--- config.mk ---
export PLATFORM = sky130hd
export DESIGN_NAME = oscsd_top
export DESIGN_NICKNAME = d
export VERILOG_FILES = /design/src/logic/oscsd_pkg.sv /design/src/logic/oscsd_status_sel.sv /design/src/logic/oscsd_chan_counter.sv /design/src/logic/oscsd_top.sv
export SDC_FILE = /design/constraint.sdc
export NUM_CORES = 1
export LEC_CHECK = 0
export BUFFER_PORTS_ARGS = -buffer_cell sky130_fd_sc_hd__buf_2
export CORE_ASPECT_RATIO = 2
export CORE_UTILIZATION = 47
export DETAILED_ROUTE_END_ITERATION = 12
export PLACE_DENSITY = 0.68
export SYNTH_ARGS = -nofsm -noshare
export SYNTH_HDL_FRONTEND = slang
export SYNTH_SLANG_ARGS = --single-unit
--- constraint.sdc ---
create_clock -name sys_clk -period 4.1 [get_ports sys_clk]
set_input_delay 0.82 -clock sys_clk [delete_from_list [all_inputs] [get_ports sys_clk]]
set_output_delay 0.82 -clock sys_clk [all_outputs]
set_load 0.01 [all_outputs]
--- src/logic/oscsd_pkg.sv ---
// Constants and types for the output switch counter and status display block
package oscsd_pkg;
  localparam int unsigned CLK_PERIOD_NS = 100;
  localparam int unsigned HALF_SEC_NS = 500000000;
  localparam int unsigned HALF_SEC_CYC = HALF_SEC_NS / CLK_PERIOD_NS;
  localparam logic [13:0] COUNT_MAX = 14'h270F;
  localparam logic [13:0] COUNT_RESET = 14'h0000;
  localparam logic [13:0] COUNT_STEP = 14'h0001;
  localparam logic [6:0] SUB_LAST = 7'h63;
  localparam logic [6:0] SUB_RESET = 7'h00;
  localparam logic [6:0] SUB_STEP = 7'h01;
  localparam logic [22:0] DIV_RESET = 23'h000000;
  localparam logic [1:0] CLR_NONE = 2'h0;
  localparam logic [1:0] CLR_CH1 = 2'h1;
  localparam logic [1:0] CLR_CH2 = 2'h2;

  typedef enum logic [3:0] {
    SEL_OFF = 4'h0,
    SEL_MANUAL = 4'h1,
    SEL_RESET = 4'h2,
    SEL_ALARM1 = 4'h3,
    SEL_ALARM2 = 4'h4,
    SEL_ALARM3 = 4'h5,
    SEL_ALARM_OR = 4'h6,
    SEL_HEATER = 4'h7,
    SEL_STANDBY = 4'h8
  } oscsd_sel_type;

  typedef enum logic [1:0] {
    D1_PROCESS = 2'b01,
    D1_STATUS = 2'b10
  } oscsd_disp1_type;

  typedef enum logic [4:0] {
    D2_NORMAL = 5'b00001,
    D2_STATUS = 5'b00010,
    D2_PROG = 5'b00100,
    D2_BLANK = 5'b01000,
    D2_COUNT = 5'b10000
  } oscsd_disp2_type;

  typedef struct packed {
    logic manual;
    logic run_reset;
    logic alarm1;
    logic alarm2;
    logic alarm3;
    logic heater_burnout;
    logic heater_short;
    logic heater_overcurrent;
    logic heater_detect;
    logic standby;
  } oscsd_status_type;

  typedef struct packed {
    logic to_ctrl;
    logic to_aux;
    logic to_display;
  } oscsd_route_type;
endpackage : oscsd_pkg

--- src/logic/oscsd_status_sel.sv ---
// Status condition selector for one display
`timescale 1ns/1ps
module oscsd_status_sel import oscsd_pkg::*; (
  // Selection
  input oscsd_sel_type sel,
  input oscsd_status_type status,
  // Result
  output logic active
);
  wire alarm_or = status.alarm1 | status.alarm2 | status.alarm3;
  wire heater_fault = status.heater_burnout | status.heater_short | status.heater_overcurrent;
  wire heater_on = status.heater_detect & heater_fault;

  // Off and unknown codes never alternate
  assign active = (sel == SEL_MANUAL) ? status.manual :
                  (sel == SEL_RESET) ? status.run_reset :
                  (sel == SEL_ALARM1) ? status.alarm1 :
                  (sel == SEL_ALARM2) ? status.alarm2 :
                  (sel == SEL_ALARM3) ? status.alarm3 :
                  (sel == SEL_ALARM_OR) ? alarm_or :
                  (sel == SEL_HEATER) ? heater_on :
                  (sel == SEL_STANDBY) ? status.standby : 1'b0;
endmodule : oscsd_status_sel

--- src/logic/oscsd_chan_counter.sv ---
// Switching counter, monitor and count alarm for one control output
`timescale 1ns/1ps
module oscsd_chan_counter import oscsd_pkg::*; (
  // Clock and reset
  input logic sys_clk,
  input logic rst_b,
  // Output under count
  input logic out_level,
  input logic onoff_type,
  // Configuration and events
  input logic [13:0] threshold,
  input logic clear_pulse,
  input logic data_error,
  // Results
  output logic [13:0] monitor_q,
  output logic alarm_q
);
  logic prev_q;
  logic err_q;
  logic [6:0] sub_q;
  logic [6:0] sub_d;
  logic [13:0] mon_d;
  logic err_d;
  logic alarm_d;

  wire thresh_on = (threshold != COUNT_RESET);
  wire count_en = onoff_type && thresh_on;
  wire rise = count_en && out_level && !prev_q;
  wire sub_wrap = rise && (sub_q == SUB_LAST);
  wire [13:0] mon_inc = (monitor_q == COUNT_MAX) ? monitor_q : monitor_q + COUNT_STEP;

  // Error set wins over a clear in the same cycle
  assign err_d = data_error || (err_q && !clear_pulse);
  assign sub_d = (clear_pulse || sub_wrap) ? SUB_RESET : rise ? sub_q + SUB_STEP : sub_q;
  assign mon_d = err_d ? COUNT_MAX : clear_pulse ? COUNT_RESET : sub_wrap ? mon_inc : monitor_q;
  assign alarm_d = err_d || (thresh_on && (mon_d > threshold));

  always_ff @(posedge sys_clk or negedge rst_b) begin
    if (!rst_b) begin
      prev_q <= 1'b0;
      err_q <= 1'b0;
      sub_q <= SUB_RESET;
      monitor_q <= COUNT_RESET;
      alarm_q <= 1'b0;
    end else begin
      prev_q <= out_level;
      err_q <= err_d;
      sub_q <= sub_d;
      monitor_q <= mon_d;
      alarm_q <= alarm_d;
    end
  end

  ////////////////////////////////////////////////////////////////
  clear_zero_a: assert property (@(posedge sys_clk) disable iff (!rst_b)
    clear_pulse && !data_error |=> monitor_q == COUNT_RESET && sub_q == SUB_RESET && !alarm_q)
    else $error("cleared channel not zero");
  error_sat_a: assert property (@(posedge sys_clk) disable iff (!rst_b)
    data_error |=> monitor_q == COUNT_MAX && alarm_q)
    else $error("data error did not saturate");
  error_hold_a: assert property (@(posedge sys_clk) disable iff (!rst_b)
    err_q && !clear_pulse |=> monitor_q == COUNT_MAX && alarm_q)
    else $error("error state left without clear");
  zero_thresh_a: assert property (@(posedge sys_clk) disable iff (!rst_b)
    !thresh_on && !clear_pulse |=> sub_q == $past(sub_q))
    else $error("counted with zero threshold");
  linear_out_a: assert property (@(posedge sys_clk) disable iff (!rst_b)
    !onoff_type && !clear_pulse |=> sub_q == $past(sub_q))
    else $error("counted a linear output");
  monitor_range_a: assert property (@(posedge sys_clk) disable iff (!rst_b)
    monitor_q <= COUNT_MAX)
    else $error("monitor above range");
  hundred_step_a: assert property (@(posedge sys_clk) disable iff (!rst_b)
    sub_wrap && !clear_pulse && !err_d && monitor_q != COUNT_MAX |=> monitor_q == $past(monitor_q) + COUNT_STEP)
    else $error("monitor did not step after hundred edges");
  alarm_cause_a: assert property (@(posedge sys_clk) disable iff (!rst_b)
    alarm_q |-> err_q || ($past(threshold) != COUNT_RESET && monitor_q > $past(threshold)))
    else $error("count alarm without cause");
endmodule : oscsd_chan_counter

--- src/logic/oscsd_top.sv ---
// Top of the output switch counter and status display block
`timescale 1ns/1ps
module oscsd_top import oscsd_pkg::*; #(
  parameter int unsigned HALF_CYCLES = HALF_SEC_CYC
) (
  // Clock and reset
  input logic sys_clk,
  input logic rst_b,
  // Control outputs under count
  input logic [1:0] ctrl_out,
  input logic [1:0] out_onoff,
  // Counter configuration
  input logic [13:0] ch1_count_alarm_threshold,
  input logic [13:0] ch2_count_alarm_threshold,
  input logic [1:0] count_clear_select,
  input logic [1:0] count_data_error,
  input oscsd_route_type alarm_route,
  // Display configuration
  input oscsd_sel_type first_display_status_select,
  input oscsd_sel_type second_display_status_select,
  // Display conditions
  input oscsd_status_type status,
  input logic process_value_screen,
  input logic prog_end_hold,
  input logic auto_tuning,
  input logic out_of_range,
  // Counter results
  output logic [13:0] ch1_count_monitor,
  output logic [13:0] ch2_count_monitor,
  output logic count_alarm_q,
  output logic count_monitor_visible_q,
  // Alarm routing
  output logic alarm_ctrl_out_q,
  output logic alarm_aux_out_q,
  output logic alarm_display_q,
  // Display content
  output logic phase_q,
  output oscsd_disp1_type disp1_content_q,
  output oscsd_disp2_type disp2_content_q
);

  ////////////////////////////////////////////////////////////////
  // Counter channels
  logic [1:0] clr_sel_q;
  wire [13:0] thresh [2];
  wire [13:0] chan_mon [2];
  wire [1:0] clr_pulse;
  wire [1:0] chan_alarm;

  assign thresh[0] = ch1_count_alarm_threshold;
  assign thresh[1] = ch2_count_alarm_threshold;
  assign ch1_count_monitor = chan_mon[0];
  assign ch2_count_monitor = chan_mon[1];

  // Clear fires once when the selector takes a channel code
  assign clr_pulse[0] = (count_clear_select == CLR_CH1) && (clr_sel_q != CLR_CH1);
  assign clr_pulse[1] = (count_clear_select == CLR_CH2) && (clr_sel_q != CLR_CH2);

  genvar gi;
  generate
    for (gi = 0; gi < 2; gi++) begin : g_chan
      oscsd_chan_counter u_cnt (
        .sys_clk(sys_clk),
        .rst_b(rst_b),
        .out_level(ctrl_out[gi]),
        .onoff_type(out_onoff[gi]),
        .threshold(thresh[gi]),
        .clear_pulse(clr_pulse[gi]),
        .data_error(count_data_error[gi]),
        .monitor_q(chan_mon[gi]),
        .alarm_q(chan_alarm[gi])
      );
    end
  endgenerate

  ////////////////////////////////////////////////////////////////
  // Alarm, visibility and routing
  wire any_thresh = (thresh[0] != COUNT_RESET) || (thresh[1] != COUNT_RESET);
  wire visible_d = any_thresh && (out_onoff != 2'h0);
  wire alarm_d = |chan_alarm;

  always_ff @(posedge sys_clk or negedge rst_b) begin
    if (!rst_b) begin
      clr_sel_q <= CLR_NONE;
      count_alarm_q <= 1'b0;
      count_monitor_visible_q <= 1'b0;
    end else begin
      clr_sel_q <= count_clear_select;
      count_alarm_q <= alarm_d;
      count_monitor_visible_q <= visible_d;
    end
  end

  always_ff @(posedge sys_clk or negedge rst_b) begin
    if (!rst_b) begin
      alarm_ctrl_out_q <= 1'b0;
      alarm_aux_out_q <= 1'b0;
      alarm_display_q <= 1'b0;
    end else begin
      alarm_ctrl_out_q <= count_alarm_q && alarm_route.to_ctrl;
      alarm_aux_out_q <= count_alarm_q && alarm_route.to_aux;
      alarm_display_q <= count_alarm_q && alarm_route.to_display;
    end
  end

  ////////////////////////////////////////////////////////////////
  // Half-second alternation phase
  logic [22:0] div_q;
  wire div_wrap = (div_q >= 23'(HALF_CYCLES - 1));
  wire [22:0] div_d = div_wrap ? DIV_RESET : div_q + 23'h000001;

  always_ff @(posedge sys_clk or negedge rst_b) begin
    if (!rst_b) begin
      div_q <= DIV_RESET;
      phase_q <= 1'b0;
    end else begin
      div_q <= div_d;
      phase_q <= phase_q ^ div_wrap;
    end
  end

  ////////////////////////////////////////////////////////////////
  // Status conditions for both displays
  wire stat1_on;
  wire stat2_on;

  oscsd_status_sel u_sel1 (
    .sel(first_display_status_select),
    .status(status),
    .active(stat1_on)
  );

  oscsd_status_sel u_sel2 (
    .sel(second_display_status_select),
    .status(status),
    .active(stat2_on)
  );

  ////////////////////////////////////////////////////////////////
  // Display selection
  wire alt1 = process_value_screen && stat1_on;
  wire alt2 = process_value_screen && stat2_on;
  wire count_alt = process_value_screen && count_alarm_q;
  oscsd_disp1_type disp1_d;
  oscsd_disp2_type disp2_d;
  oscsd_disp2_type disp2_src;

  assign disp1_d = (alt1 && phase_q) ? D1_STATUS : D1_PROCESS;

  // Fixed priority among competing indications
  assign disp2_src = alt2 ? D2_STATUS :
                     prog_end_hold ? D2_PROG :
                     auto_tuning ? D2_BLANK :
                     count_alt ? D2_COUNT :
                     out_of_range ? D2_BLANK : D2_NORMAL;
  assign disp2_d = phase_q ? disp2_src : D2_NORMAL;

  always_ff @(posedge sys_clk or negedge rst_b) begin
    if (!rst_b) begin
      disp1_content_q <= D1_PROCESS;
      disp2_content_q <= D2_NORMAL;
    end else begin
      disp1_content_q <= disp1_d;
      disp2_content_q <= disp2_d;
    end
  end

  ////////////////////////////////////////////////////////////////
  // Checks
  clear_decode_a: assert property (@(posedge sys_clk) disable iff (!rst_b)
    count_clear_select == CLR_NONE |-> clr_pulse == 2'h0)
    else $error("clear fired with code zero");
  clear_one_a: assert property (@(posedge sys_clk) disable iff (!rst_b)
    count_clear_select == CLR_CH1 && clr_sel_q == CLR_NONE |-> clr_pulse == 2'h1)
    else $error("channel one clear not decoded");
  hide_monitor_a: assert property (@(posedge sys_clk) disable iff (!rst_b)
    !any_thresh || out_onoff == 2'h0 |=> !count_monitor_visible_q)
    else $error("monitor shown while hidden");
  route_aux_a: assert property (@(posedge sys_clk) disable iff (!rst_b)
    count_alarm_q && alarm_route.to_aux |=> alarm_aux_out_q)
    else $error("alarm not routed to auxiliary output");
  route_off_a: assert property (@(posedge sys_clk) disable iff (!rst_b)
    !count_alarm_q |=> !alarm_ctrl_out_q && !alarm_aux_out_q && !alarm_display_q)
    else $error("routed alarm without count alarm");
  alarm_join_a: assert property (@(posedge sys_clk) disable iff (!rst_b)
    chan_alarm != 2'h0 |=> count_alarm_q)
    else $error("channel alarm lost");
  phase_flip_a: assert property (@(posedge sys_clk) disable iff (!rst_b)
    div_wrap |=> phase_q != $past(phase_q))
    else $error("phase did not toggle at wrap");
  phase_hold_a: assert property (@(posedge sys_clk) disable iff (!rst_b)
    !div_wrap |=> phase_q == $past(phase_q))
    else $error("phase toggled early");
  first_off_a: assert property (@(posedge sys_clk) disable iff (!rst_b)
    first_display_status_select == SEL_OFF |=> disp1_content_q == D1_PROCESS)
    else $error("first display alternated while off");
  first_alt_a: assert property (@(posedge sys_clk) disable iff (!rst_b)
    alt1 && phase_q |=> disp1_content_q == D1_STATUS)
    else $error("first display missed status");
  alarm_or_a: assert property (@(posedge sys_clk) disable iff (!rst_b)
    first_display_status_select == SEL_ALARM_OR |-> stat1_on == (status.alarm1 | status.alarm2 | status.alarm3))
    else $error("alarm OR choice wrong");
  heater_none_a: assert property (@(posedge sys_clk) disable iff (!rst_b)
    second_display_status_select == SEL_HEATER && !status.heater_detect |-> !stat2_on)
    else $error("heater choice active without detection");
  second_top_a: assert property (@(posedge sys_clk) disable iff (!rst_b)
    phase_q && alt2 |=> disp2_content_q == D2_STATUS)
    else $error("status alternation lost priority");
  second_prog_a: assert property (@(posedge sys_clk) disable iff (!rst_b)
    phase_q && !alt2 && prog_end_hold |=> disp2_content_q == D2_PROG)
    else $error("program end alternation lost priority");
  second_count_a: assert property (@(posedge sys_clk) disable iff (!rst_b)
    phase_q && !alt2 && !prog_end_hold && !auto_tuning && count_alt |=> disp2_content_q == D2_COUNT)
    else $error("count alarm alternation missing");
  second_normal_a: assert property (@(posedge sys_clk) disable iff (!rst_b)
    !phase_q |=> disp2_content_q == D2_NORMAL)
    else $error("second display not normal in off phase");

  ////////////////////////////////////////////////////////////////
  // Clear, error, saturation and routing checks
  clear_two_a: assert property (@(posedge sys_clk) disable iff (!rst_b)
    count_clear_select == CLR_CH2 && clr_sel_q == CLR_NONE |-> clr_pulse == 2'h2)
    else $error("channel two clear not decoded");
  clear_held_a: assert property (@(posedge sys_clk) disable iff (!rst_b)
    count_clear_select == clr_sel_q |-> clr_pulse == 2'h0)
    else $error("held clear code fired again");
  clear_three_a: assert property (@(posedge sys_clk) disable iff (!rst_b)
    count_clear_select == 2'h3 |-> clr_pulse == 2'h0)
    else $error("unused clear code fired");
  zero_one_a: assert property (@(posedge sys_clk) disable iff (!rst_b)
    clr_pulse[0] && !count_data_error[0] |=> ch1_count_monitor == COUNT_RESET)
    else $error("channel one monitor not zero after clear");
  zero_two_a: assert property (@(posedge sys_clk) disable iff (!rst_b)
    clr_pulse[1] && !count_data_error[1] |=> ch2_count_monitor == COUNT_RESET)
    else $error("channel two monitor not zero after clear");
  error_one_a: assert property (@(posedge sys_clk) disable iff (!rst_b)
    count_data_error[0] |=> ch1_count_monitor == COUNT_MAX)
    else $error("channel one error did not saturate");
  error_two_a: assert property (@(posedge sys_clk) disable iff (!rst_b)
    count_data_error[1] |=> ch2_count_monitor == COUNT_MAX)
    else $error("channel two error did not saturate");
  error_alarm_a: assert property (@(posedge sys_clk) disable iff (!rst_b)
    count_data_error != 2'h0 |=> ##1 count_alarm_q)
    else $error("data error raised no count alarm");
  sat_one_a: assert property (@(posedge sys_clk) disable iff (!rst_b)
    ch1_count_monitor == COUNT_MAX && !clr_pulse[0] |=> ch1_count_monitor == COUNT_MAX)
    else $error("channel one monitor wrapped");
  sat_two_a: assert property (@(posedge sys_clk) disable iff (!rst_b)
    ch2_count_monitor == COUNT_MAX && !clr_pulse[1] |=> ch2_count_monitor == COUNT_MAX)
    else $error("channel two monitor wrapped");
  alarm_drop_a: assert property (@(posedge sys_clk) disable iff (!rst_b)
    chan_alarm == 2'h0 |=> !count_alarm_q)
    else $error("count alarm without channel alarm");
  show_monitor_a: assert property (@(posedge sys_clk) disable iff (!rst_b)
    any_thresh && out_onoff != 2'h0 |=> count_monitor_visible_q)
    else $error("monitor hidden while enabled");
  route_ctrl_a: assert property (@(posedge sys_clk) disable iff (!rst_b)
    count_alarm_q && alarm_route.to_ctrl |=> alarm_ctrl_out_q)
    else $error("alarm not routed to control output");
  route_disp_a: assert property (@(posedge sys_clk) disable iff (!rst_b)
    count_alarm_q && alarm_route.to_display |=> alarm_display_q)
    else $error("alarm not routed to display");
  route_mask_a: assert property (@(posedge sys_clk) disable iff (!rst_b)
    !alarm_route.to_aux |=> !alarm_aux_out_q)
    else $error("auxiliary output set while not routed");

  ////////////////////////////////////////////////////////////////
  // Divider and display checks
  div_range_a: assert property (@(posedge sys_clk) disable iff (!rst_b)
    div_q <= 23'(HALF_CYCLES - 1))
    else $error("divider past its end");
  div_step_a: assert property (@(posedge sys_clk) disable iff (!rst_b)
    !div_wrap |=> div_q == $past(div_q) + 23'h000001)
    else $error("divider did not step");
  first_screen_a: assert property (@(posedge sys_clk) disable iff (!rst_b)
    !process_value_screen |=> disp1_content_q == D1_PROCESS)
    else $error("first display alternated off screen");
  first_phase_a: assert property (@(posedge sys_clk) disable iff (!rst_b)
    !phase_q |=> disp1_content_q == D1_PROCESS)
    else $error("first display status in off phase");
  first_cond_a: assert property (@(posedge sys_clk) disable iff (!rst_b)
    !stat1_on |=> disp1_content_q == D1_PROCESS)
    else $error("first display status without condition");
  second_tune_a: assert property (@(posedge sys_clk) disable iff (!rst_b)
    phase_q && !alt2 && !prog_end_hold && auto_tuning |=> disp2_content_q == D2_BLANK)
    else $error("tuning flash lost priority");
  second_range_a: assert property (@(posedge sys_clk) disable iff (!rst_b)
    phase_q && !alt2 && !prog_end_hold && !auto_tuning && !count_alt && out_of_range
    |=> disp2_content_q == D2_BLANK)
    else $error("out of range flash missing");
  second_idle_a: assert property (@(posedge sys_clk) disable iff (!rst_b)
    phase_q && !alt2 && !prog_end_hold && !auto_tuning && !count_alt && !out_of_range
    |=> disp2_content_q == D2_NORMAL)
    else $error("second display changed without cause");
  screen_gate_a: assert property (@(posedge sys_clk) disable iff (!rst_b)
    !process_value_screen |=> disp2_content_q != D2_COUNT && disp2_content_q != D2_STATUS)
    else $error("alternation shown off screen");
  or_second_a: assert property (@(posedge sys_clk) disable iff (!rst_b)
    second_display_status_select == SEL_ALARM_OR
    |-> stat2_on == (status.alarm1 | status.alarm2 | status.alarm3))
    else $error("second alarm OR choice wrong");
  heater_first_a: assert property (@(posedge sys_clk) disable iff (!rst_b)
    first_display_status_select == SEL_HEATER
    |-> stat1_on == (status.heater_detect && (status.heater_burnout || status.heater_short ||
    status.heater_overcurrent)))
    else $error("first heater choice wrong");
  off_second_a: assert property (@(posedge sys_clk) disable iff (!rst_b)
    second_display_status_select == SEL_OFF |-> !stat2_on)
    else $error("second display active while off");
endmodule : oscsd_top

==> results of run 1 <==
[layout by cell type, fill, tap and decap left out, drive strengths merged, types with 6 or more instances in the layout]
cell	instances
a21oi	34
or4	10
inv	32
nor4	15
mux2i	6
and2	8
xor2	20
nand2	45
and3	9
a21o	6
nand3	33
ha	33
clkbuf	9
nand4	22
nor3	9
or3	10
o21ai	30
dfrtp	84
nor2	53
and4	10
buf	112
nor2b	8
xnor2	13
[cells in the mapped netlist (3+ instances only)]
library cell	n	area, sq um
and4_1	9	78.83
a31oi_1	5	31.28
and2_1	8	50.05
inv_1	32	120.1
clkbuf_1	8	30.03
or3b_2	4	35.03
nor2b_1	8	50.05
mux2i_1	6	60.06
ha_1	33	412.9
o31ai_1	5	37.54
or3_1	7	43.79
or4_1	10	75.07
dfrtp_1	84	2102
and3b_1	3	26.28
or3_2	3	22.52
xnor2_1	13	113.9
o21ai_0	29	145.1
nor2_1	53	198.9
a21oi_1	34	170.2
nor4_1	14	87.58
nor4b_1	3	26.28
nand4_1	22	137.6
or2_2	3	18.77
nor3_1	9	45.04
nand3_1	32	160.2
a21o_1	6	45.04
and3_1	9	56.30
xor2_1	19	166.4
o211ai_1	5	37.54
nand2_1	45	168.9
buf_2	4	20.02
[area by class of cell]
class	count	area [sq um]
repair buffers	112	585.6
fillers	1021	4679
clock buffers	9	225.2
clock inverters	7	51.30
flip-flops and latches	86	2155
inverters	32	120.1
well taps	140	175.2
multi-input cells	442	2954
[kinds of logic (layout without fill, tap and decap cells)]
logic type      Yosys count  count (layout)
buf+inv                  47             160
compound gates          110             110
simple gates            259             259
xor+xnor                 33              33
flops                    86              86
fa+ha+maj                33              33
mux                       7               7
[critical path, cell delays in order]
cell	delay, ps
buf_2	90
and3b_1	270
and4_1	310
nand3_1	260
buf_4	260
or4_1	460
nand3_1	140
ha_1	280
a21oi_1	170
a21oi_1	90
a2111oi_0	290
a21oi_1	130
[metrics by stage]
stage | hold slack, ps | utilization
final | 484.5 | 0.5725
after global routing | 498.1 | 0.5725
after CTS | 486.6 | 0.5725
after detailed placement | 478.3 | 0.5472
after global placement | 458.5 | 0.5472
after floorplan | 410.3 | -
[per-layer routing]
layer	vias up	wire length, um	global-route usage
li1	2336	-	-
met1	2421	4929	0.2429
met2	132	8343	0.4979
met3	39	346	0.02814
met4	0	517	0.1617
met5	-	0	0
[worst paths after layout]
path	from	endpoint	slack, ps	cells after the start
min reg2reg	div_q[0]$_DFF_PN0_	div_q[0]$_DFF_PN0_	480	1
min	div_q[0]$_DFF_PN0_	div_q[0]$_DFF_PN0_	480	1
min in group asynchronous	rst_b	disp2_content_q[1]$_DFF_PN0_	560	1
max in group asynchronous	rst_b	disp1_content_q[0]$_DFF_PN1_	2640	2
max reg2reg	g_chan[0].u_cnt.sub_q[2]$_DFFE_PN0P_	g_chan[0].u_cnt.alarm_q$_DFF_PN0_	780	11
max	out_onoff[0]	g_chan[0].u_cnt.alarm_q$_DFF_PN0_	740	12
[flip-flops by register name, summed over array words and instances, names as in the netlist]
signal and flops:
g_chan.u_cnt.prev_q 2, g_chan.u_cnt.alarm_q 2, g_chan.u_cnt.monitor_q 28, disp1_content_q 2, alarm_display_q 1, g_chan.u_cnt.sub_q 14
clr_sel_q 2, alarm_ctrl_out_q 1, alarm_aux_out_q 1, g_chan.u_cnt.err_q 2, phase_q 1, div_q 23
count_alarm_q 1, disp2_content_q 5, count_monitor_visible_q 1
[power groups by stage]
stage | Combinational, mW | Sequential [mW] | Clock (mW)
global placement | 0.195 | 0.894 | 0
global route | 0.227 | 0.881 | 0.821
finish | 0.201 | 0.879 | 0.762
CTS | 0.203 | 0.879 | 0.779
floorplan | 0.105 | 0.894 | 0
detailed placement | 0.202 | 0.895 | 0
==> impl_metrics.ini, run 1 <==
[layout]
final_cells = 828
layout-drive-gt1-share = 0.2224
nets = 779
final_area_sq_mm = 0.006266
antenna-diode-count = 0
area_growth_pct = 18.17

[routing]
drtPass1Iterations = 4
viasPerCell = 5.952
drtAntennaViolNets = 0
routed_wirelength_um = 14140
drtIter0Drc = 201
drc = 0
vias = 4928
routedWlPerCell_um = 17.07

[pwr]
p_sw_uw = 483.3
cellLeakagePower_nw = 2.878
switching_share = 0.2623
power_frac_comb = 0.109
p_per_area_mw_per_mm2 = 294.0
p_clk_frac = 0.414
vdd_drop_max_mv = 0.1979
internal_power_mw = 1.359
power.total_mw = 1.842
power_frac_seq = 0.477

[synthesis]
synth_seq_area_share = 0.4063
ys_ff_latch = 86
ys_warn_count = 0
async_reset_ff_frac = 1.000
synth_compound_area_frac = 0.1295
synth.distinct_cells = 70
synth-edff-count = 0
synthSimpleGateAreaFrac = 0.2803
synthAdderAreaFrac = 0.07787
synth_top_family_by_area = simple AND/OR/NAND/NOR gates
syn_nets = 671
netlist_area_sq_mm = 0.005303
postSynthAreaPerCell_sq_um = 9.222
synth_mux_area_frac = 0.01345
ys.flop_type = dfrtp_1
netlist_instances = 575
synth_xor_area_frac = 0.05592

[grt]
overflow = 0
grt_max_degree = 64
grt_pass1_vias = 5145
grtUsageTotal = 0.2549
grt_pass1_wl_um = 23490
antenna_found_initial = 0

[timing]
slew_headroom = 0.3733
clock.fmax_mhz = 297.8
slew_viol_final = 0
hold_viol = 0
min_period_ps = 3358
period_share = 0.8190
setup_viol_count_final = 0
tightestPinTransition_ps = 931.5
fin_tns_setup_ps = 0
rsz0062_at_grt = no
fin_worst_skew_ps = 7.025
finalWorstSetupSlack_ps = 742.3

[placed_design]
dp_cells = 812
dpl.hpwl_um = 11030
io_buffers = 103
post-place-ws_ps = 404.9
finalWeightedCongestion = 0.8888
dpl_cell_area_sq_mm = 0.005989

[run_status]
outcome = finished clean

[worst_setup_path]
worst_ep_required_time_ps = 4310
cp_max_fo = 12
worstSetupEndpointType = register
critical_path_arrival_ps = 3570
critPathLaunchType = primary input
critPathKind = in -> reg

[floorplanning]
die_height_um = 152.2
core.rowCount = 54
dieArea_sq_mm = 0.01174
die_width_um = 77.11
pin_count = 104
design.core.area_sq_mm = 0.01095
start_util = 0.4845

[cts]
post-cts-setup-buffers = 0
cts.clk_slew.worst_paths_ps = 60
cts_hold_repair.buffers = 0
clockBufferDepth = 2
worstSkewPairLatency_ps = 340
cts_tree = done
cts.repair.resized = 0
cts_root_buf = clkbuf_16
cts_inserted_buffers = 9
htree_levels = 3
clock-sinks = 86

[min_path]
min_path_type = reg -> reg

[job]
cap_violations = 0
Power figures use the tool's default switching activity.
==> inputs of run 2 (changes only) <==
--- a/config.mk
+++ b/config.mk
@@ -9,7 +9,7 @@
 export CORE_ASPECT_RATIO = 2
 export CORE_UTILIZATION = 47
 export DETAILED_ROUTE_END_ITERATION = 12
-export PLACE_DENSITY = 0.68
+export PLACE_DENSITY = 0.7
 export SYNTH_ARGS = -nofsm -noshare
 export SYNTH_HDL_FRONTEND = slang
 export SYNTH_SLANG_ARGS = --single-unit
==> constraint.sdc (replaced) <==
create_clock -name sys_clk -period 2.72 [get_ports sys_clk]
set_input_delay 0.544 -clock sys_clk [delete_from_list [all_inputs] [get_ports sys_clk]]
set_output_delay 0.544 -clock sys_clk [all_outputs]
set_load 0.01 [all_outputs]
==> impl_metrics.ini, run 2 (synthesis results as in run 1) <==
[run_status]
outcome = finished, violations left
violations = negative setup slack

[routing]
viasPerCell = 5.849
drtAntennaViolNets = 0
drtPass1Iterations = 5
drtIter0Drc = 301
vias = 5609
routed_wirelength_um = 16540
routedWlPerCell_um = 17.24
drc = 0

[floorplanning]
design.core.area_sq_mm = 0.01095
dieArea_sq_mm = 0.01174
core.rowCount = 54
die_height_um = 152.2
die_width_um = 77.11
pin_count = 104
start_util = 0.4845

[layout]
nets = 911
final_cells = 959
layout-drive-gt1-share = 0.4054
largestRegisters = g_chan.u_cnt.monitor_q (28), div_q (23), g_chan.u_cnt.sub_q (14)
regMostFlops = g_chan.u_cnt.monitor_q
mostFrequentLayoutCells = 132 x buf_4, 102 x buf_2, 82 x dfrtp_1, 53 x nor2_1, 43 x nand2_1
area_growth_pct = 44.41
layout_commonest_cell = buf_4
antenna-diode-count = 0
largest_reg_flops = 28

[timing]
clock.fmax_mhz = 345.2
slew_viol_final = 0
slew_headroom = 0.5574
fin_worst_skew_ps = 7.610
setup_viol_count_final = 2
finalWorstSetupSlack_ps = -176.5
tightestPinTransition_ps = 660.0
fin_tns_setup_ps = -324.6
period_share = 1.065
rsz0062_at_grt = yes
hold_viol = 0
min_period_ps = 2896

[worst_setup_path]
worst_ep_required_time_ps = 2930
reg2reg_from = g_chan[1].u_cnt.sub_q[3]$_DFFE_PN0P_
crit_start = g_chan[1].u_cnt.sub_q[3]$_DFFE_PN0P_
cp_max_fo = 6
critPathLaunchType = register
critPathKind = reg -> reg
critical_path_arrival_ps = 3110
r2r_slack_ps = -180
ff2ff_path_depth = 12
worstSetupEndpointType = register

[cts]
clockBufferDepth = 2
cts_tree = done
cts.clk_slew.worst_paths_ps = 60
clock-sinks = 86
htree_levels = 3
cts_root_buf = clkbuf_16
cts_hold_repair.buffers = 0
cts_inserted_buffers = 9
worstSkewPairLatency_ps = 340

[pwr]
switching_share = 0.2486
vdd_drop_max_mv = 0.3583
power_frac_comb = 0.153
cellLeakagePower_nw = 3.570
internal_power_mw = 2.249
p_clk_frac = 0.407
power_frac_seq = 0.440
p_sw_uw = 743.8
p_per_area_mw_per_mm2 = 390.8

[placed_design]
io_buffers = 103
dp_cells = 927
dpl.hpwl_um = 12480
finalWeightedCongestion = 0.9189

[grt]
overflow = 0
antenna_found_initial = 0
grt_pass1_vias = 5917
grt_max_degree = 59
grt_pass1_wl_um = 26730
grtUsageTotal = 0.2873

[job]
cap_violations = 0

[min_path]
min_path_type = in -> async
[run 2: path summary, 6_finish.rpt]
| check | to |
|---|---|
| max in group asynchronous | div_q[6]$_DFF_PN0_ |
| hold reg to reg | count_alarm_q$_DFF_PN0_ |
| hold / removal | disp1_content_q[1]$_DFF_PN0_ |
| min in group sys_clk | g_chan[0].u_cnt.prev_q$_DFF_PN0_ |
| setup / recovery | g_chan[1].u_cnt.alarm_q$_DFF_PN0_ |
| setup reg to reg | g_chan[1].u_cnt.alarm_q$_DFF_PN0_ |
[run 2: critical path: stages, from the launching register on]
cell,delay (ps)
dfrtp_1,390
nand4bb_4,260
nor3b_4,300
nand4bb_4,160
buf_12,160
or4_4,470
a21oi_2,170
ha_1,260
nand3_1,70
nand2_1,60
a211oi_2,170
o311a_1,220
a22oi_1,70
[run 2: final cells by class]
type                            instances  area (sq um)
Multi-Input combinational cell        443          3283
Clock inverter                          4         47.55
Inverter                               32         120.1
Sequential cell                        86          2157
Tap cell                              140         175.2
Fill cell                             886          3288
Clock buffer                           11         242.7
Timing Repair Buffer                  243          1632
[run 2: what timing repair did]
item	CTS	global route
pin swaps	9	28
buffers inserted	5	11
resized for setup	22	35
cloned	1	0
setup endpoints to repair	2	11
[run 2: through the flow]
step | area (sq um) | power, mW | hold slack, ps | setup WS [ps] | utilization
2_1_floorplan | 5398 | 1.514 | 248.4 | -1.149 | -
3_3_place_gp | 6962 | 1.740 | 432.5 | -376.6 | 0.6360
3_5_place_dp | 6962 | 1.757 | 451.5 | -461.1 | 0.6360
4_1_cts | 7401 | 2.993 | 136.6 | -181.5 | 0.6762
5_1_grt | 7657 | 3.110 | 154.6 | -314.9 | 0.6996
6_report | 7657 | 2.993 | 131.5 | -176.5 | 0.6996
[run 2: power groups by stage]
stage	registers (mW)	clock network [mW]	logic [mW]
floorplan	1.35	0	0.167
global placement	1.34	0	0.403
detailed placement	1.34	0	0.418
CTS	1.32	1.24	0.437
global route	1.32	1.29	0.500
finish	1.32	1.22	0.458
[run 2: metal layers]
layer  part of all wire  vias to the layer above  track usage
met5                  0                        -            0
met4              0.064                        0       0.1932
met3              0.042                       82      0.05030
met2               0.56                      223       0.5506
met1               0.34                     2708       0.2670
li1                   -                     2596            -
